===== src/cssw_pkg.sv =====
// clock source switch: register map, field layout, reset values and source codes
// assumes a 32-bit register port addressed by full byte address
package cssw_pkg;

   // register byte addresses
   localparam logic [31:0] SYSPLL_SEL_ADDR = 32'h4004_8040;
   localparam logic [31:0] SYSPLL_UPD_ADDR = 32'h4004_8044;
   localparam logic [31:0] USBPLL_SEL_ADDR = 32'h4004_8048;
   localparam logic [31:0] USBPLL_UPD_ADDR = 32'h4004_804C;
   localparam logic [31:0] MAIN_SEL_ADDR = 32'h4004_8070;
   localparam logic [31:0] MAIN_UPD_ADDR = 32'h4004_8074;
   localparam logic [31:0] AHB_DIV_ADDR = 32'h4004_8078;
   localparam logic [31:0] STATUS_ADDR = 32'h4004_80F0;

   // field layout
   localparam int SEL_W = 2;
   localparam int DIV_W = 8;
   localparam int UPD_BIT = 0;
   localparam int STAT_SYSPLL_LSB = 0;
   localparam int STAT_USBPLL_LSB = 2;
   localparam int STAT_MAIN_LSB = 4;
   localparam int STAT_BUSY_LSB = 6;

   // reset values
   localparam logic [1:0] SEL_RST = 2'h0;
   localparam logic UPD_RST = 1'b0;
   localparam logic [7:0] DIV_RST = 8'h01;

   // source codes
   localparam logic [1:0] SRC_IRC = 2'h0;
   localparam logic [1:0] SRC_SYSOSC = 2'h1;
   localparam logic [1:0] MAIN_IRC = 2'h0;
   localparam logic [1:0] MAIN_PLL_IN = 2'h1;
   localparam logic [1:0] MAIN_WDT = 2'h2;
   localparam logic [1:0] MAIN_PLL_OUT = 2'h3;

endpackage : cssw_pkg


===== src/cssw_clock_switch.sv =====
// clock source switch: pll input selectors, main clock selector, ahb divider
// assumes source clocks arrive as one-cycle enable ticks synchronous to clk
//
// Functional notes
// - system pll input: 0 irc, 1 sysosc
// - pll input applied on update 0 then 1
// - pll update bit resets 0, 1 applies
// - usb pll input: 0 irc, 1 sysosc
// - usb input applied on update 0 then 1
// - main: irc, pll input, watchdog, pll out
// - main applied on update 0 then 1
// - ahb tick divides main by n, 0 stops
// - all selectors reset to irc
`timescale 1ns/10ps
`default_nettype none
module cssw_clock_switch (
   // clock and reset
   input wire logic clk,
   input wire logic sys_rst,
   // register port
   input wire logic [31:0] addr,
   input wire logic [31:0] wdata,
   input wire logic wr_stb,
   input wire logic rd_stb,
   output logic [31:0] rdata,
   // source clock ticks
   input wire logic internal_rc_oscillator,
   input wire logic sysosc_tick,
   input wire logic watchdog_oscillator,
   input wire logic pll_out_tick,
   // switched clock ticks
   output logic syspll_in_tick,
   output logic usbpll_in_tick,
   output logic main_tick,
   output logic ahb_tick,
   output logic ahb_stopped
);

   ////////////////////////////////////////////////////////////////////////////
   // register storage

   logic [1:0] syspll_input_select_ff;
   logic syspll_input_update_ff;
   logic [1:0] usbpll_input_select_ff;
   logic usbpll_input_update_ff;
   logic [1:0] main_clock_select_ff;
   logic main_clock_update_ff;
   logic [7:0] ahb_clock_divider_ff;
   logic [7:0] div_cnt_ff;
   logic [7:0] nxt_div_cnt;
   logic ahb_tick_ff;
   logic [31:0] rdata_ff;
   logic [31:0] nxt_rdata;

   ////////////////////////////////////////////////////////////////////////////
   // write decode

   wire logic sp_sel_wr = wr_stb && (addr == cssw_pkg::SYSPLL_SEL_ADDR);
   wire logic sp_upd_wr = wr_stb && (addr == cssw_pkg::SYSPLL_UPD_ADDR);
   wire logic usb_sel_wr = wr_stb && (addr == cssw_pkg::USBPLL_SEL_ADDR);
   wire logic usb_upd_wr = wr_stb && (addr == cssw_pkg::USBPLL_UPD_ADDR);
   wire logic main_sel_wr = wr_stb && (addr == cssw_pkg::MAIN_SEL_ADDR);
   wire logic main_upd_wr = wr_stb && (addr == cssw_pkg::MAIN_UPD_ADDR);
   wire logic div_wr = wr_stb && (addr == cssw_pkg::AHB_DIV_ADDR);
   wire logic upd_bit = wdata[cssw_pkg::UPD_BIT];

   // pll inputs only know codes 0 and 1; reserved codes never trigger a switch
   function automatic logic pll_code_ok(input logic [1:0] code);
      pll_code_ok = (code == cssw_pkg::SRC_IRC) || (code == cssw_pkg::SRC_SYSOSC);
   endfunction : pll_code_ok

   // a switch is requested only by a 0 to 1 transition of the update bit
   function automatic logic rises(input logic wr, input logic bit_new, input logic bit_old);
      rises = wr && bit_new && !bit_old;
   endfunction : rises

   wire logic sp_apply = rises(sp_upd_wr, upd_bit, syspll_input_update_ff)
      && pll_code_ok(syspll_input_select_ff);
   wire logic usb_apply = rises(usb_upd_wr, upd_bit, usbpll_input_update_ff)
      && pll_code_ok(usbpll_input_select_ff);
   wire logic main_apply = rises(main_upd_wr, upd_bit, main_clock_update_ff);

   ////////////////////////////////////////////////////////////////////////////
   // software registers

   // selectors hold the wish; only an update edge moves the real source
   always_ff @(posedge clk)
   begin
      if (sys_rst)
      begin
         syspll_input_select_ff <= cssw_pkg::SEL_RST;
         usbpll_input_select_ff <= cssw_pkg::SEL_RST;
         main_clock_select_ff <= cssw_pkg::SEL_RST;
         ahb_clock_divider_ff <= cssw_pkg::DIV_RST;
      end
      else
      begin
         if (sp_sel_wr)
            syspll_input_select_ff <= wdata[1:0];
         if (usb_sel_wr)
            usbpll_input_select_ff <= wdata[1:0];
         if (main_sel_wr)
            main_clock_select_ff <= wdata[1:0];
         if (div_wr)
            ahb_clock_divider_ff <= wdata[7:0];
      end
   end

   // update bits simply store what was written; their edge is the trigger
   always_ff @(posedge clk)
   begin
      if (sys_rst)
      begin
         syspll_input_update_ff <= cssw_pkg::UPD_RST;
         usbpll_input_update_ff <= cssw_pkg::UPD_RST;
         main_clock_update_ff <= cssw_pkg::UPD_RST;
      end
      else
      begin
         if (sp_upd_wr)
            syspll_input_update_ff <= upd_bit;
         if (usb_upd_wr)
            usbpll_input_update_ff <= upd_bit;
         if (main_upd_wr)
            main_clock_update_ff <= upd_bit;
      end
   end

   ////////////////////////////////////////////////////////////////////////////
   // source selection

   logic [1:0] sp_active;
   logic [1:0] usb_active;
   logic [1:0] main_active;
   logic sp_busy;
   logic usb_busy;
   logic main_busy;

   // system pll input: code 0 irc, code 1 system oscillator
   cssw_glitch_mux #(.N(4), .SW(2)) u_syspll_mux (
      .clk(clk),
      .sys_rst(sys_rst),
      .src_tick({2'b00, sysosc_tick, internal_rc_oscillator}),
      .sel_in(syspll_input_select_ff),
      .apply(sp_apply),
      .out_tick(syspll_in_tick),
      .active_sel(sp_active),
      .busy(sp_busy)
   );

   // usb pll input: same codes, own selector and update bit
   cssw_glitch_mux #(.N(4), .SW(2)) u_usbpll_mux (
      .clk(clk),
      .sys_rst(sys_rst),
      .src_tick({2'b00, sysosc_tick, internal_rc_oscillator}),
      .sel_in(usbpll_input_select_ff),
      .apply(usb_apply),
      .out_tick(usbpll_in_tick),
      .active_sel(usb_active),
      .busy(usb_busy)
   );

   // main clock: irc, system pll input, watchdog oscillator, system pll output
   cssw_glitch_mux #(.N(4), .SW(2)) u_main_mux (
      .clk(clk),
      .sys_rst(sys_rst),
      .src_tick({pll_out_tick, watchdog_oscillator, syspll_in_tick,
         internal_rc_oscillator}),
      .sel_in(main_clock_select_ff),
      .apply(main_apply),
      .out_tick(main_tick),
      .active_sel(main_active),
      .busy(main_busy)
   );

   ////////////////////////////////////////////////////////////////////////////
   // ahb clock divider

   // count main ticks; a divider change is compared against the running count at once, so the current cut can end early or late
   wire logic div_off = (ahb_clock_divider_ff == 8'h00);
   wire logic div_wrap = (div_cnt_ff >= ahb_clock_divider_ff - 8'h01);

   always_comb
   begin
      nxt_div_cnt = div_cnt_ff;
      if (div_off)
         nxt_div_cnt = 8'h00;
      else if (main_tick)
         nxt_div_cnt = div_wrap ? 8'h00 : div_cnt_ff + 8'h01;
   end

   // ahb tick is registered, one cycle behind the main tick that ends a count
   always_ff @(posedge clk)
   begin
      if (sys_rst)
      begin
         div_cnt_ff <= 8'h00;
         ahb_tick_ff <= 1'b0;
      end
      else
      begin
         div_cnt_ff <= nxt_div_cnt;
         ahb_tick_ff <= main_tick && !div_off && div_wrap;
      end
   end

   assign ahb_tick = ahb_tick_ff;
   assign ahb_stopped = div_off;

   ////////////////////////////////////////////////////////////////////////////
   // read path

   wire logic [31:0] status_word = {23'h000000,
      main_busy, usb_busy, sp_busy, main_active, usb_active, sp_active};

   // unmapped addresses and reserved bits read as zero
   always_comb
   begin
      nxt_rdata = 32'h0000_0000;
      case (addr)
         cssw_pkg::SYSPLL_SEL_ADDR: nxt_rdata = {30'h0, syspll_input_select_ff};
         cssw_pkg::SYSPLL_UPD_ADDR: nxt_rdata = {31'h0, syspll_input_update_ff};
         cssw_pkg::USBPLL_SEL_ADDR: nxt_rdata = {30'h0, usbpll_input_select_ff};
         cssw_pkg::USBPLL_UPD_ADDR: nxt_rdata = {31'h0, usbpll_input_update_ff};
         cssw_pkg::MAIN_SEL_ADDR: nxt_rdata = {30'h0, main_clock_select_ff};
         cssw_pkg::MAIN_UPD_ADDR: nxt_rdata = {31'h0, main_clock_update_ff};
         cssw_pkg::AHB_DIV_ADDR: nxt_rdata = {24'h0, ahb_clock_divider_ff};
         cssw_pkg::STATUS_ADDR: nxt_rdata = status_word;
         default: nxt_rdata = 32'h0000_0000;
      endcase
   end

   // read data stand only in the cycle after the strobe
   always_ff @(posedge clk)
   begin
      if (sys_rst)
         rdata_ff <= 32'h0000_0000;
      else
         rdata_ff <= rd_stb ? nxt_rdata : 32'h0000_0000;
   end

   assign rdata = rdata_ff;
endmodule : cssw_clock_switch
`default_nettype wire


===== src/cssw_glitch_mux.sv =====
// glitch-free selector between several tick streams (one-cycle clock enables)
// assumes every selected source keeps ticking while a changeover is pending
`timescale 1ns/10ps
`default_nettype none
module cssw_glitch_mux #(
   parameter int N = 4,
   parameter int SW = 2
) (
   // clock and reset
   input wire logic clk,
   input wire logic sys_rst,
   // sources and control
   input wire logic [N-1:0] src_tick,
   input wire logic [SW-1:0] sel_in,
   input wire logic apply,
   // switched output and state
   output logic out_tick,
   output logic [SW-1:0] active_sel,
   output logic busy
);

   typedef enum logic [1:0] {CSSW_RUN, CSSW_WAIT_OLD, CSSW_WAIT_NEW} cssw_mux_state_e;

   cssw_mux_state_e state_ff;
   cssw_mux_state_e nxt_state;
   logic [SW-1:0] cur_ff;
   logic [SW-1:0] tgt_ff;
   logic [SW-1:0] nxt_cur;
   wire logic cur_tick = src_tick[cur_ff];
   wire logic start = apply && (state_ff == CSSW_RUN) && (sel_in != cur_ff);

   // the first tick of the new source is swallowed so no period comes out short
   assign out_tick = (state_ff != CSSW_WAIT_NEW) && cur_tick;
   assign active_sel = cur_ff;
   assign busy = (state_ff != CSSW_RUN);

   // changeover sequencing: finish old period, then realign on the new source
   always_comb
   begin
      nxt_state = state_ff;
      nxt_cur = cur_ff;
      case (state_ff)
         CSSW_RUN:
         begin
            if (start)
               nxt_state = CSSW_WAIT_OLD;
         end
         CSSW_WAIT_OLD:
         begin
            if (cur_tick)
            begin
               nxt_state = CSSW_WAIT_NEW;
               nxt_cur = tgt_ff;
            end
         end
         CSSW_WAIT_NEW:
         begin
            if (cur_tick)
               nxt_state = CSSW_RUN;
         end
         default:
            nxt_state = CSSW_RUN;
      endcase
   end

   // state registers; selection returns to source zero on reset
   always_ff @(posedge clk)
   begin
      if (sys_rst)
      begin
         state_ff <= CSSW_RUN;
         cur_ff <= '0;
         tgt_ff <= '0;
      end
      else
      begin
         state_ff <= nxt_state;
         cur_ff <= nxt_cur;
         if (start)
            tgt_ff <= sel_in;
      end
   end
endmodule : cssw_glitch_mux
`default_nettype wire


===== config.mk =====
export PLATFORM = sky130hd
export DESIGN_NAME = cssw_clock_switch
export DESIGN_NICKNAME = d
export VERILOG_FILES = /design/src/cssw_pkg.sv /design/src/cssw_clock_switch.sv /design/src/cssw_glitch_mux.sv
export SDC_FILE = /design/constraint.sdc
export NUM_CORES = 1
export LEC_CHECK = 0
export BUFFER_PORTS_ARGS = -buffer_cell sky130_fd_sc_hd__buf_2
export CORE_ASPECT_RATIO = 1.75
export CORE_MARGIN = 3
export CORE_UTILIZATION = 41
export DETAILED_ROUTE_END_ITERATION = 8
export PLACE_DENSITY_LB_ADDON = 0.08
export SLEW_MARGIN = 20
export SYNTH_ARGS = -nofsm -noshare
export SYNTH_HDL_FRONTEND = slang
export SYNTH_SLANG_ARGS = --single-unit

===== constraint.sdc =====
create_clock -name clk -period 4.2 [get_ports clk]
set_input_delay 0.63 -clock clk [delete_from_list [all_inputs] [get_ports clk]]
set_output_delay 0.63 -clock clk [all_outputs]
set_load 0.05 [all_outputs]

==> results of run 1 <==
[layout make-up]
class | instances | share of cell area
clock buffers | 5 | 0.0363
clock inverters | 3 | 0.0189
inverters | 11 | 0.0120
multi-input cells | 267 | 0.504
flip-flops and latches | 53 | 0.307
well taps | 84 | 0.0305
repair buffers | 62 | 0.0906
[routing by layer]
metal	wire length [um]	track usage
met5	0	0
met3	335	0.0287
met2	3940	0.337
met1	2880	0.202
met4	331	0.100
[registers in the layout (all words and copies together), names as in the netlist]
register                 count
usbpll_input_update_ff       1
u_syspll_mux.state_ff        2
u_usbpll_mux.tgt_ff          2
main_clock_select_ff         2
u_syspll_mux.active_sel      2
ahb_tick                     1
main_clock_update_ff         1
u_usbpll_mux.state_ff        2
rdata                        9
u_main_mux.active_sel        2
u_main_mux.state_ff          2
u_syspll_mux.tgt_ff          2
syspll_input_select_ff       2
u_main_mux.tgt_ff            2
usbpll_input_select_ff       2
div_cnt_ff                   8
syspll_input_update_ff       1
ahb_clock_divider_ff         8
u_usbpll_mux.active_sel      2
[power groups by stage]
stage | registers (uW) | logic (uW) | clock network (uW)
after floorplan | 518 | 99.4 | 0
after CTS | 504 | 118 | 537
after detailed placement | 516 | 117 | 0
final | 504 | 118 | 526
after global routing | 504 | 126 | 554
after global placement | 516 | 116 | 0
[cell usage after synthesis, types with 2 or more instances]
cell                        count
sky130_fd_sc_hd__xnor2_1        7
sky130_fd_sc_hd__nand3b_1       2
sky130_fd_sc_hd__xor2_1         9
sky130_fd_sc_hd__nand3_1       17
sky130_fd_sc_hd__nor3b_1        3
sky130_fd_sc_hd__inv_1         11
sky130_fd_sc_hd__and3_1         4
sky130_fd_sc_hd__o21ai_0        8
sky130_fd_sc_hd__dfxtp_1       53
sky130_fd_sc_hd__nor4b_1        9
sky130_fd_sc_hd__buf_4         23
sky130_fd_sc_hd__a21oi_1       17
sky130_fd_sc_hd__nor2b_1        4
sky130_fd_sc_hd__clkbuf_1       4
sky130_fd_sc_hd__or3_1          5
sky130_fd_sc_hd__nand4_1        5
sky130_fd_sc_hd__a22oi_1        6
sky130_fd_sc_hd__o41ai_1        2
sky130_fd_sc_hd__mux2i_1       28
sky130_fd_sc_hd__nor4_1         7
sky130_fd_sc_hd__nor2_1        49
sky130_fd_sc_hd__nand2b_1       3
sky130_fd_sc_hd__nand2_1       12
sky130_fd_sc_hd__or2_2          3
sky130_fd_sc_hd__ha_1          11
sky130_fd_sc_hd__clkbuf_8       3
sky130_fd_sc_hd__o2111ai_1      2
sky130_fd_sc_hd__nor3_1         9
[per-stage QoR]
stage / worst slack (ns) / hold WS [ns] / total power (uW) / util
2_1_floorplan: 0.929 / 0.434 / 617 / -
3_3_place_gp: 1.27 / 0.460 / 632 / 0.465
3_5_place_dp: 1.24 / 0.459 / 634 / 0.465
4_1_cts: 1.36 / 0.468 / 1160 / 0.493
5_1_grt: 1.24 / 0.487 / 1180 / 0.493
6_report: 1.42 / 0.467 / 1150 / 0.493
[cells by family (layout without fill, tap and decap cells)]
| family | after synthesis | after routing | share of synthesized area |
|---|---|---|---|
| AO/OA/AOI/OAI | 47 | 47 | 0.105 |
| XOR/XNOR | 16 | 16 | 0.0467 |
| adder cells (fa/ha/maj) | 12 | 12 | 0.0492 |
| buffers and inverters | 42 | 81 | 0.0931 |
| flip-flops | 53 | 53 | 0.354 |
| multiplexers | 28 | 28 | 0.0935 |
| other | 1 | 23 | 0.00125 |
| AND/OR/NAND/NOR | 141 | 141 | 0.257 |
[worst register-to-register path, delay by kind of cell, from the launching register on]
family / cells / cell delay [ns]
flops: 1 / 0.38
fa+ha+maj: 1 / 0.22
xor+xnor: 1 / 0.18
compound gates: 3 / 0.74
simple gates: 3 / 0.99
[how the worst min path moves through the flow]
stage | startpoint | slack [ns] | end
finish | u_usbpll_mux.tgt_ff[0] | 0.47 | u_usbpll_mux.tgt_ff[0]
floorplan | u_syspll_mux.tgt_ff[0] | 0.43 | u_syspll_mux.tgt_ff[0]
detailed placement | u_usbpll_mux.tgt_ff[0] | 0.46 | u_usbpll_mux.tgt_ff[0]
CTS | u_usbpll_mux.tgt_ff[0] | 0.47 | u_usbpll_mux.tgt_ff[0]
global route | u_usbpll_mux.tgt_ff[0] | 0.49 | u_usbpll_mux.tgt_ff[0]
global placement | u_syspll_mux.tgt_ff[0] | 0.46 | u_syspll_mux.tgt_ff[0]
==> PnR_summary.wiki, run 1 <==
{| class="wikitable"
! Metric !! Value
|-
| Number of rows in the core area || 40
|-
| Final Hold Viols || 0
|-
| Share of post-route cells with drive strength above 1 || 0.207
|-
| Comb pwr share || 0.102
|-
| Relative area change from synthesis to final layout || 15.1%
|-
| Reported net switching power || 275 uW
|-
| Nets@finish || 483
|-
| Relative slew slack || 0.342
|-
| Logic depth of the worst path, buffers included || 5
|-
| Clock buffer depth || 2
|-
| Final slew viol count || 0
|-
| Post-Layout Cell Count || 485
|-
| Number of placed I/O pins || 109
|-
| Number of flip-flops and latches in the synthesized netlist || 53
|-
| Worst path slowest cell || sky130_fd_sc_hd__a21oi_1
|-
| Wire length per cell after detailed routing || 15.5 um
|-
| Type of the worst setup path || reg2out
|-
| Setup clock skew after layout || 0.00455 ns
|-
| Filler cell count || 721
|-
| Total die area || 0.00841 mm2
|-
| CP endpoint kind || primary output
|-
| Average size of a mapped cell || 8.82 um2
|-
| Worst reg2reg startpoint || ahb_clock_divider_ff[2]
|-
| Starting DRT DRC Count || 55
|-
| Switching fraction of total power || 0.240
|-
| Ratio of final minimum period to clock period || 0.661
|-
| Area of the core || 0.00701 mm2
|-
| Slew at the pin closest to its max-slew limit || 0.980 ns
|-
| Count of hold-fix buffers inserted at cts || 0
|-
| Beginning of the critical path || u_main_mux.active_sel[0]
|-
| Total buffers and inverters traversed by the critical path || 2
|-
| Class of the worst hold path || reg2reg
|-
| Max Clk Rate || 360 MHz
|-
| CP delay by family, top || compound AO/OA/AOI/OAI gates
|-
| Count of clock tree sinks || 53
|-
| Slowest stage delay, CP || 0.55 ns
|-
| Maximum VDD drop || 170 uV
|-
| Detail Route Antenna Nets || 0
|-
| Total overflow reported by the global router || 0
|-
| Setup Buffers After CTS || 0
|-
| Minimum clock period || 2.78 ns
|-
| Area of all placed cells without fillers || 0.00345 mm2
|-
| Vertical die dimension || 119 um
|-
| Total of endpoints with negative setup slack in the final report || 0
|-
| Top_reg_cell synth || sky130_fd_sc_hd__dfxtp_1
|-
| Initial antenna violation count || 0
|-
| Unique masters post-synth || 52
|-
| Post-Syn Area || 0.00300 mm2
|-
| Most area-consuming cells after synthesis || sky130_fd_sc_hd__dfxtp_1 35%, sky130_fd_sc_hd__mux2i_1 9.3%, sky130_fd_sc_hd__nor2_1 6.1%
|-
| Dpl hpwl || 6010 um
|-
| Via count of the first global-routing pass || 2576
|-
| Post-CTS resize count || 0
|-
| Final TNS setup || 0 ns
|-
| Multi-input gate area || 0.00174 mm2
|-
| Count of inserted antenna diode cells || 0
|-
| Most frequent cells in the layout || 61 x sky130_fd_sc_hd__buf_2, 53 x sky130_fd_sc_hd__dfxtp_1, 49 x sky130_fd_sc_hd__nor2_1
|-
| Clock tree from TritonCTS || built
|-
| Initial core utilization || 0.428
|-
| Async set-reset flop share out of synthesis || 0
|-
| Startpoint Class || flop
|-
| Overall die width || 70.6 um
|-
| Total via count after detailed routing || 2560
|-
| Number of warnings reported in the yosys synthesis log || 0
|-
| Required time of the critical path || 3.57 ns
|-
| Global-route wire length before repair || 12400 um
|-
| Clock root buffer || sky130_fd_sc_hd__clkbuf_16
|-
| Sequential-to-total area share from yosys stat || 0.354
|-
| I/O Buffers || 61
|-
| Critical path capture point || main_tick
|-
| Clock-pin slew of the registers on the worst-case setup and hold paths || 0.07 ns
|-
| Run status || finished, final reports clean
|-
| Fraction of power consumed by the clock network || 0.458
|-
| Cell count of the worst reg-to-reg path || 8
|-
| Worst-case register-to-register setup slack || 1.55 ns
|-
| Sequential cell area || 0.00106 mm2
|-
| Area share of the largest cell type after synthesis || 0.354
|-
| CTS Buf Count || 5
|-
| Final weighted congestion in routability-driven placement || 0.831
|-
| Post-Route WL || 7500 um
|-
| Pin count of the biggest net entering global routing || 36
|-
| Data arrival at the endpoint of the critical path || 2.15 ns
|-
| Inst Count DP || 477
|-
| Series of cell instances along the critical path || mux2i_1, a21oi_1, nand2_1, inv_1, buf_2
|-
| Most common library cell in the layout ignoring fill and taps || sky130_fd_sc_hd__buf_2
|-
| Number of flops mapped to enable cells by yosys || 0
|-
| Pint || 873 uW
|-
| Detailed-route DRC error count || 0
|-
| DP Area || 0.00326 mm2
|-
| Max FO, Critical Path || 8
|-
| Maxcap violations || 0
|-
| H-tree depth || 2
|-
| Cell area power density || 333 mW/mm2
|-
| Endpoint of the lowest-slack register-to-register path || div_cnt_ff[4]
|-
| Unrepaired setup endpoints after global routing || false
|-
| GRT Resource Usage Total || 0.186
|-
| Later-pin clock latency in the skew report || 0.29 ns
|-
| Leakage power summed over all cells || 0.00138 uW
|-
| Worst hold path cell count || 2
|-
| Sequential share of power || 0.439
|-
| Post-synthesis cell count || 340
|-
| Via density per instance || 5.28
|-
| Area leader, netlist || sky130_fd_sc_hd__dfxtp_1
|-
| Detailed-routing iteration count for the pre-antenna-repair pass || 4
|}
Note: power is estimated with default switching activity, not from simulation.
==> run 2: changes to the inputs <==
--- a/config.mk
+++ b/config.mk
@@ -5,6 +5,7 @@
 export SDC_FILE = /design/constraint.sdc
 export NUM_CORES = 1
 export LEC_CHECK = 0
+export ABC_AREA = 1
 export BUFFER_PORTS_ARGS = -buffer_cell sky130_fd_sc_hd__buf_2
 export CORE_ASPECT_RATIO = 1.75
 export CORE_MARGIN = 3
==> constraint.sdc (replaced) <==
create_clock -name clk -period 2.8 [get_ports clk]
set_input_delay 0.42 -clock clk [delete_from_list [all_inputs] [get_ports clk]]
set_output_delay 0.42 -clock clk [all_outputs]
set_load 0.05 [all_outputs]
==> run 2 against run 1 <==
  * Non-clock buffer count is the same
  * Cell area is 14% higher
  * Setup slack lost 0.99 ns
  * Wire length is 13% higher
==> PnR_summary.wiki, run 2 <==
{| class="wikitable"
! Metric !! Value
|-
| Initial core utilization || 0.426 (-0.00150)
|-
| Number of rows in the core area || 43 (+7.5%)
|-
| Total die area || 0.00957 mm2 (+14%)
|-
| WHS || 0.344 ns (-0.123 ns)
|-
| Detailed-route DRC error count || 0 (unchanged)
|-
| Ranking of synthesized cells by instance count || 87 x sky130_fd_sc_hd__nand2_1, 86 x sky130_fd_sc_hd__nor2_1, 75 x sky130_fd_sc_hd__inv_1
|-
| Maxcap violations || 0 (unchanged)
|-
| Pin count of the biggest net entering global routing || 22 (-39%)
|-
| I/O Buffers || 61 (unchanged)
|-
| Unique masters post-synth || 38 (-27%)
|-
| Leakage power summed over all cells || 0.00181 uW (+31%)
|-
| Worst reg2reg startpoint || ahb_clock_divider_ff[0]
|-
| Unrepaired setup endpoints after global routing || false
|-
| Relative slew slack || 0.565 (+0.224)
|-
| Detail Route Antenna Nets || 0 (unchanged)
|-
| Overall die width || 75.3 um (+6.5%)
|-
| Run status || finished, final reports clean
|-
| Final TNS setup || 0 ns (unchanged)
|-
| Via density per instance || 4.86 (-7.9%)
|-
| GRT Resource Usage Total || 0.192 (+0.00593)
|-
| Max FO, Critical Path || 9 (+1)
|-
| Number of placed I/O pins || 109 (unchanged)
|-
| Worst-case register-to-register setup slack || 0.43 ns (-1.12 ns)
|-
| Starting DRT DRC Count || 116 (+110%)
|-
| Most common library cell in the layout ignoring fill and taps || sky130_fd_sc_hd__nand2_1
|-
| Relative area change from synthesis to final layout || 14.2%
|-
| Critical path capture point || div_cnt_ff[6]
|-
| Top_reg_cell synth || sky130_fd_sc_hd__dfxtp_1
|-
| Startpoint Class || flop
|-
| Endpoint of the lowest-slack register-to-register path || div_cnt_ff[6]
|-
| Beginning of the critical path || ahb_clock_divider_ff[0]
|-
| Number of warnings reported in the yosys synthesis log || 0 (unchanged)
|-
| Count of inserted antenna diode cells || 0 (unchanged)
|-
| Total of endpoints with negative setup slack in the final report || 0 (unchanged)
|-
| Total via count after detailed routing || 3222 (+26%)
|-
| Area of the core || 0.00807 mm2 (+15%)
|-
| Class of the worst hold path || in2reg
|-
| Post-Route WL || 8490 um (+13%)
|-
| Share of post-route cells with drive strength above 1 || 0.185 (-0.0220)
|-
| Clock-pin slew of the registers on the worst-case setup and hold paths || 0.07 ns (about the same)
|-
| Final Hold Viols || 0 (unchanged)
|-
| Final slew viol count || 0 (unchanged)
|-
| Async set-reset flop share out of synthesis || 0 (unchanged)
|-
| Count of hold-fix buffers inserted at cts || 0 (unchanged)
|-
| Sequential-to-total area share from yosys stat || 0.308 (-0.0456)
|-
| Top-count cell post-synth || sky130_fd_sc_hd__nand2_1
|-
| Maximum VDD drop || 495 uV (+190%)
|-
| Cell count of the worst reg-to-reg path || 11 (+3)
|-
| Dpl hpwl || 7010 um (+17%)
|-
| Filler cell count || 861 (+19%)
|-
| Area of all placed cells without fillers || 0.00393 mm2 (+14%)
|-
| Number of flip-flops and latches in the synthesized netlist || 53 (unchanged)
|-
| DP Area || 0.00376 mm2 (+15%)
|-
| Later-pin clock latency in the skew report || 0.29 ns (about the same)
|-
| Multi-input gate area || 0.00197 mm2 (+13%)
|-
| Count of clock tree sinks || 53 (unchanged)
|-
| Setup clock skew after layout || 0.00660 ns (+0.00205 ns)
|-
| Most area-consuming cells after synthesis || sky130_fd_sc_hd__dfxtp_1 31%, sky130_fd_sc_hd__nand2_1 9.5%, sky130_fd_sc_hd__nor2_1 9.4%
|-
| Initial antenna violation count || 0 (unchanged)
|-
| Data arrival at the endpoint of the critical path || 2.59 ns (+0.44 ns)
|-
| Ratio of final minimum period to clock period || 0.847
|-
| Number of flip-flops in the largest register || 9 (unchanged)
|-
| Type of the worst setup path || reg2reg
|-
| Clock tree from TritonCTS || built
|-
| Most frequent cells in the layout || 87 x sky130_fd_sc_hd__nand2_1, 86 x sky130_fd_sc_hd__nor2_1, 75 x sky130_fd_sc_hd__inv_1
|-
| Number of flops mapped to enable cells by yosys || 0 (unchanged)
|-
| Post-CTS resize count || 0 (unchanged)
|-
| Cell area power density || 425 mW/mm2 (+28%)
|-
| Global-route wire length before repair || 14300 um (+15%)
|-
| Minimum clock period || 2.37 ns
|-
| Slew at the pin closest to its max-slew limit || 0.646 ns (-0.334 ns)
|-
| Detailed-routing iteration count for the pre-antenna-repair pass || 4 (unchanged)
|-
| Sequential cell area || 0.00106 mm2 (unchanged)
|-
| Wire length per cell after detailed routing || 12.8 um (-17%)
|-
| Max Clk Rate || 422 MHz
|-
| Clock buffer depth || 2 (unchanged)
|-
| Total overflow reported by the global router || 0 (unchanged)
|-
| Final weighted congestion in routability-driven placement || 0.824 (-0.82%)
|-
| Post-synthesis cell count || 509 (+50%)
|-
| Area share of the largest cell type after synthesis || 0.308 (-0.0456)
|-
| Via count of the first global-routing pass || 3158 (+23%)
|-
| Setup Buffers After CTS || 0 (unchanged)
|-
| CP endpoint kind || flop
|-
| Post-Syn Area || 0.00344 mm2 (+15%)
|-
| Clock root buffer || sky130_fd_sc_hd__clkbuf_16
|-
| Vertical die dimension || 127 um (+6.8%)
|-
| Average size of a mapped cell || 6.76 um2 (-23%)
|-
| Area leader, netlist || sky130_fd_sc_hd__dfxtp_1
|-
| Required time of the critical path || 3.02 ns (-0.55 ns)
|-
| CTS Buf Count || 5 (unchanged)
|-
| H-tree depth || 2 (unchanged)
|-
| Nets@finish || 655 (+36%)
|}
==> run 2: metal layers <==
| metal | vias to the layer above | part of all wire | wire [um] | GRT usage |
|---|---|---|---|---|
| met4 | 0 | 0.021 | 179 | 0.0649 |
| met2 | 77 | 0.56 | 4720 | 0.366 |
| met1 | 1431 | 0.38 | 3260 | 0.205 |
| met3 | 12 | 0.038 | 325 | 0.0260 |
| li1 | 1702 | - | - | - |
| met5 | - | 0 | 0 | 0 |
==> run 2: worst max-delay path: stages, from the launching register on <==
cell and delay, ns:
sky130_fd_sc_hd__dfxtp_1 0.30, sky130_fd_sc_hd__inv_1 0.18, sky130_fd_sc_hd__nand4_1 0.17, sky130_fd_sc_hd__nor3_1 0.20, sky130_fd_sc_hd__xor2_1 0.19, sky130_fd_sc_hd__ha_1 0.27, sky130_fd_sc_hd__a21oi_1 0.16, sky130_fd_sc_hd__o21a_1 0.14
sky130_fd_sc_hd__nand3_1 0.28, sky130_fd_sc_hd__a21oi_1 0.22, sky130_fd_sc_hd__nand2_1 0.07, sky130_fd_sc_hd__a21oi_1 0.11
==> run 2: cell families after synthesis <==
family | share of synthesized area
simple gates | 0.356
buf+inv | 0.143
compound gates | 0.120
flops | 0.308
fa+ha+maj | 0.0400
xor+xnor | 0.0280
other cells | 0.00109
mux | 0.00291
==> run 2: power breakdown <==
| part | leakage [uW] | switching (uW) | internal, uW | total [uW] |
|---|---|---|---|---|
| sequential | 0.000427 | 0.124 | 754 | 754 |
| clock | 0.0000841 | 276 | 447 | 723 |
| combinational | 0.00130 | 151 | 42.9 | 193 |
==> run 2: layout make-up <==
class                           count  area share
Multi-Input combinational cell    371       0.501
Sequential cell                    53       0.270
Timing Repair Buffer               62      0.0796
Inverter                           79      0.0767
Clock buffer                        7      0.0363
Tap cell                           90      0.0287
Clock inverter                      1     0.00764
==> run 2: through the flow <==
stage          std cells   util  total power (uW)  setup WS, ns
2_1_floorplan        531      -               931         0.814
3_3_place_gp         655  0.466               964         0.484
3_5_place_dp         655  0.466               966         0.460
4_1_cts              663  0.487              1680         0.433
5_1_grt              663  0.487              1730         0.172
6_report             663  0.487              1670         0.428
==> run 2: worst min-delay path by stage <==
stage | startpoint | end | slack (ns) | cells after the start
finish | wdata[7] | ahb_clock_divider_ff[7] | 0.34 | 3
global route | wdata[7] | ahb_clock_divider_ff[7] | 0.37 | 3
detailed placement | u_syspll_mux.tgt_ff[1] | u_syspll_mux.tgt_ff[1] | 0.44 | 2
floorplan | u_syspll_mux.tgt_ff[1] | u_syspll_mux.tgt_ff[1] | 0.43 | 2
CTS | wdata[7] | ahb_clock_divider_ff[7] | 0.35 | 3
global placement | u_syspll_mux.tgt_ff[1] | u_syspll_mux.tgt_ff[1] | 0.44 | 2
==> run 3: changes to the inputs <==
==> constraint.sdc (replaced) <==
create_clock -name clk -period 2.37 [get_ports clk]
set_input_delay 0.3555 -clock clk [delete_from_list [all_inputs] [get_ports clk]]
set_output_delay 0.3555 -clock clk [all_outputs]
set_load 0.05 [all_outputs]
==> run 3 against run 2 <==
  * Global-route usage is 0.71 points lower
  * Maximum frequency is 8.8% higher
  * Largest power group unchanged
  * Sequential share of layout area is 0.45 points lower
  * Critical path depth is 1 higher
  * Via count is 1.8% higher
  * Core utilization is 1.0 points higher
  * Largest cell class unchanged
  * Flip-flop and latch count stayed put
  * Setup slack worse by 0.24 ns
==> PnR_summary.wiki, run 3 (synthesis gave the netlist of run 2 again) <==
{| class="wikitable"
! Metric !! Value
|-
| Clock-pin slew of the registers on the worst-case setup and hold paths || 0.07 ns (about the same)
|-
| Beginning of the critical path || ahb_clock_divider_ff[1]
|-
| CTS Buf Count || 5 (unchanged)
|-
| Worst setup margin || 0.190 ns (-0.238 ns)
|-
| Post-Route WL || 8470 um (-0.28%)
|-
| Run status || finished, final reports clean
|-
| Detailed-routing iteration count for the pre-antenna-repair pass || 4 (unchanged)
|-
| Worst path slowest cell || sky130_fd_sc_hd__dfxtp_4
|-
| Initial antenna violation count || 0 (unchanged)
|-
| Number of flip-flops in the largest register || 9 (unchanged)
|-
| Minimum clock period || 2.18 ns (-0.192 ns)
|-
| Final TNS setup || 0 ns (unchanged)
|-
| Fraction of power consumed by the clock network || 0.390 (-0.043)
|-
| Comb pwr share || 0.128 (+0.012)
|-
| Later-pin clock latency in the skew report || 0.29 ns (about the same)
|-
| Max FO, Critical Path || 9 (unchanged)
|-
| Total power || 1850 uW (+11%)
|-
| Total buffers and inverters traversed by the critical path || 1 (unchanged)
|-
| WHS || 0.284 ns (-0.0596 ns)
|-
| Cell count of the worst reg-to-reg path || 12 (+1)
|-
| Vertical die dimension || 127 um (unchanged)
|-
| Share of post-route cells with drive strength above 1 || 0.209 (+0.0239)
|-
| Pint || 1340 uW (+7.6%)
|-
| Startpoint Class || flop
|-
| Dpl hpwl || 6940 um (-0.96%)
|-
| CP delay by family, top || simple AND/OR/NAND/NOR gates
|-
| Overall die width || 75.3 um (unchanged)
|-
| Initial core utilization || 0.426 (unchanged)
|-
| Switching fraction of total power || 0.275 (+0.0198)
|-
| Slowest stage delay, CP || 0.36 ns (+0.06 ns)
|-
| Critical path capture point || div_cnt_ff[6]
|-
| Starting DRT DRC Count || 115 (-0.86%)
|-
| Leakage power summed over all cells || 0.00185 uW (+2.3%)
|-
| Wire length per cell after detailed routing || 12.6 um (-1.9%)
|-
| Logic depth of the worst path, buffers included || 12 (+1)
|-
| Worst reg2reg startpoint || ahb_clock_divider_ff[1]
|-
| Clock tree from TritonCTS || built
|-
| Total overflow reported by the global router || 0 (unchanged)
|-
| Total die area || 0.00957 mm2 (unchanged)
|-
| Total of endpoints with negative setup slack in the final report || 0 (unchanged)
|-
| Type of the worst setup path || reg2reg
|-
| Detail Route Antenna Nets || 0 (unchanged)
|-
| Slew at the pin closest to its max-slew limit || 0.521 ns (-0.125 ns)
|-
| Total via count after detailed routing || 3281 (+1.8%)
|-
| Class of the worst hold path || in2reg
|-
| Inst Count DP || 662 (+1.1%)
|-
| I/O Buffers || 61 (unchanged)
|-
| Series of cell instances along the critical path || nor2_2, nand4_1, nor3_2, xor2_1, ha_1, a21oi_2, o21a_1, nand3_1, buf_6, a21oi_1, nand2_1, a21oi_1
|-
| Ratio of final minimum period to clock period || 0.920 (+0.0727)
|-
| Post-Layout Cell Count || 674 (+1.7%)
|-
| Maximum VDD drop || 303 uV (-39%)
|-
| Count of clock tree sinks || 53 (unchanged)
|-
| Final Hold Viols || 0 (unchanged)
|-
| Via count of the first global-routing pass || 3041 (-3.7%)
|-
| Worst-case register-to-register setup slack || 0.19 ns (-0.24 ns)
|-
| Count of inserted antenna diode cells || 0 (unchanged)
|-
| Final slew viol count || 0 (unchanged)
|-
| Required time of the critical path || 2.59 ns (-0.43 ns)
|-
| Setup clock skew after layout || 0.00592 ns (-0.000682 ns)
|-
| Sequential share of power || 0.482 (+0.031)
|-
| Clock buffer depth || 2 (unchanged)
|-
| Cell area power density || 460 mW/mm2 (+8.3%)
|-
| Crit path top cell by count || sky130_fd_sc_hd__a21oi_1
|-
| Endpoint of the lowest-slack register-to-register path || div_cnt_ff[6]
|-
| Pin count of the biggest net entering global routing || 22 (unchanged)
|-
| Maxcap violations || 0 (unchanged)
|-
| Max Clk Rate || 459 MHz (+8.8%)
|-
| GRT Resource Usage Total || 0.185 (-0.00714)
|-
| Clock root buffer || sky130_fd_sc_hd__clkbuf_16
|-
| Relative slew slack || 0.652 (+0.0869)
|-
| Global-route wire length before repair || 13900 um (-3.1%)
|-
| CP endpoint kind || flop
|-
| Setup Slack @ Placement || 0.157 ns (-0.303 ns)
|-
| Detailed-route DRC error count || 0 (unchanged)
|-
| Most common library cell in the layout ignoring fill and taps || sky130_fd_sc_hd__nand2_1
|-
| Number of rows in the core area || 43 (unchanged)
|-
| Reported net switching power || 508 uW (+19%)
|-
| Nets@finish || 666 (+1.7%)
|-
| Most frequent cells in the layout || 87 x sky130_fd_sc_hd__nand2_1, 84 x sky130_fd_sc_hd__nor2_1, 75 x sky130_fd_sc_hd__inv_1
|-
| Relative area change from synthesis to final layout || 16.6%
|-
| Via density per instance || 4.87 (+0.17%)
|-
| Area of the core || 0.00807 mm2 (unchanged)
|-
| H-tree depth || 2 (unchanged)
|-
| Number of placed I/O pins || 109 (unchanged)
|-
| Final weighted congestion in routability-driven placement || 0.821 (-0.34%)
|-
| Data arrival at the endpoint of the critical path || 2.40 ns (-0.19 ns)
|-
| Count of hold-fix buffers inserted at cts || 0 (unchanged)
|}
-- run 3: metrics by stage --
stage	utilization	cell area [um2]
2_1_floorplan	-	3520
3_3_place_gp	0.472	3810
3_5_place_dp	0.472	3810
4_1_cts	0.490	3950
5_1_grt	0.497	4010
6_report	0.497	4010
-- run 3: worst min-delay path by stage --
stage / startpoint / to / slack (ns) / cells past startpoint
after CTS: wdata[7] / ahb_clock_divider_ff[7] / 0.28 / 3
after global placement: u_syspll_mux.tgt_ff[1] / u_syspll_mux.tgt_ff[1] / 0.43 / 2
after global routing: wdata[7] / ahb_clock_divider_ff[7] / 0.28 / 3
final: wdata[7] / ahb_clock_divider_ff[7] / 0.28 / 3
after detailed placement: u_syspll_mux.tgt_ff[1] / u_syspll_mux.tgt_ff[1] / 0.44 / 2
after floorplan: u_syspll_mux.tgt_ff[1] / u_syspll_mux.tgt_ff[1] / 0.43 / 2
-- run 3: repair_timing --
item | 4_1_cts | 5_1_grt
resized for setup | 0 | 10
setup buffers | 0 | 4
endpoints found under the hold margin | 0 | 0
endpoints found under the setup margin | 0 | 9
-- run 3: metal layers --
metal / share of wire / wire [um] / track usage
met5: 0 / 0 / 0
met4: 0.016 / 139 / 0.0556
met3: 0.035 / 300 / 0.0236
met2: 0.56 / 4720 / 0.349
met1: 0.39 / 3310 / 0.205
-- run 3: worst min-delay path: stages --
cell,delay [ns]
sky130_fd_sc_hd__buf_2,0.07
sky130_fd_sc_hd__nor2_1,0.03
sky130_fd_sc_hd__nor2_1,0.08
-- run 3: area by class of cell --
class / count / area (um2)
clock buffer: 6 / 129
fill: 842 / 4060
multi-input combinational: 371 / 1980
tap: 90 / 113
sequential: 53 / 1060
inverter: 79 / 302
timing repair buffer: 73 / 405
clock inverter: 2 / 15.0
-- run 3: power groups by stage --
stage          sequential (uW)  clock [uW]  combinational, uW
2_1_floorplan              915           0                186
3_3_place_gp               912           0                230
3_5_place_dp               912           0                232
4_1_cts                    891         746                232
5_1_grt                    889         771                259
6_report                   890         720                237
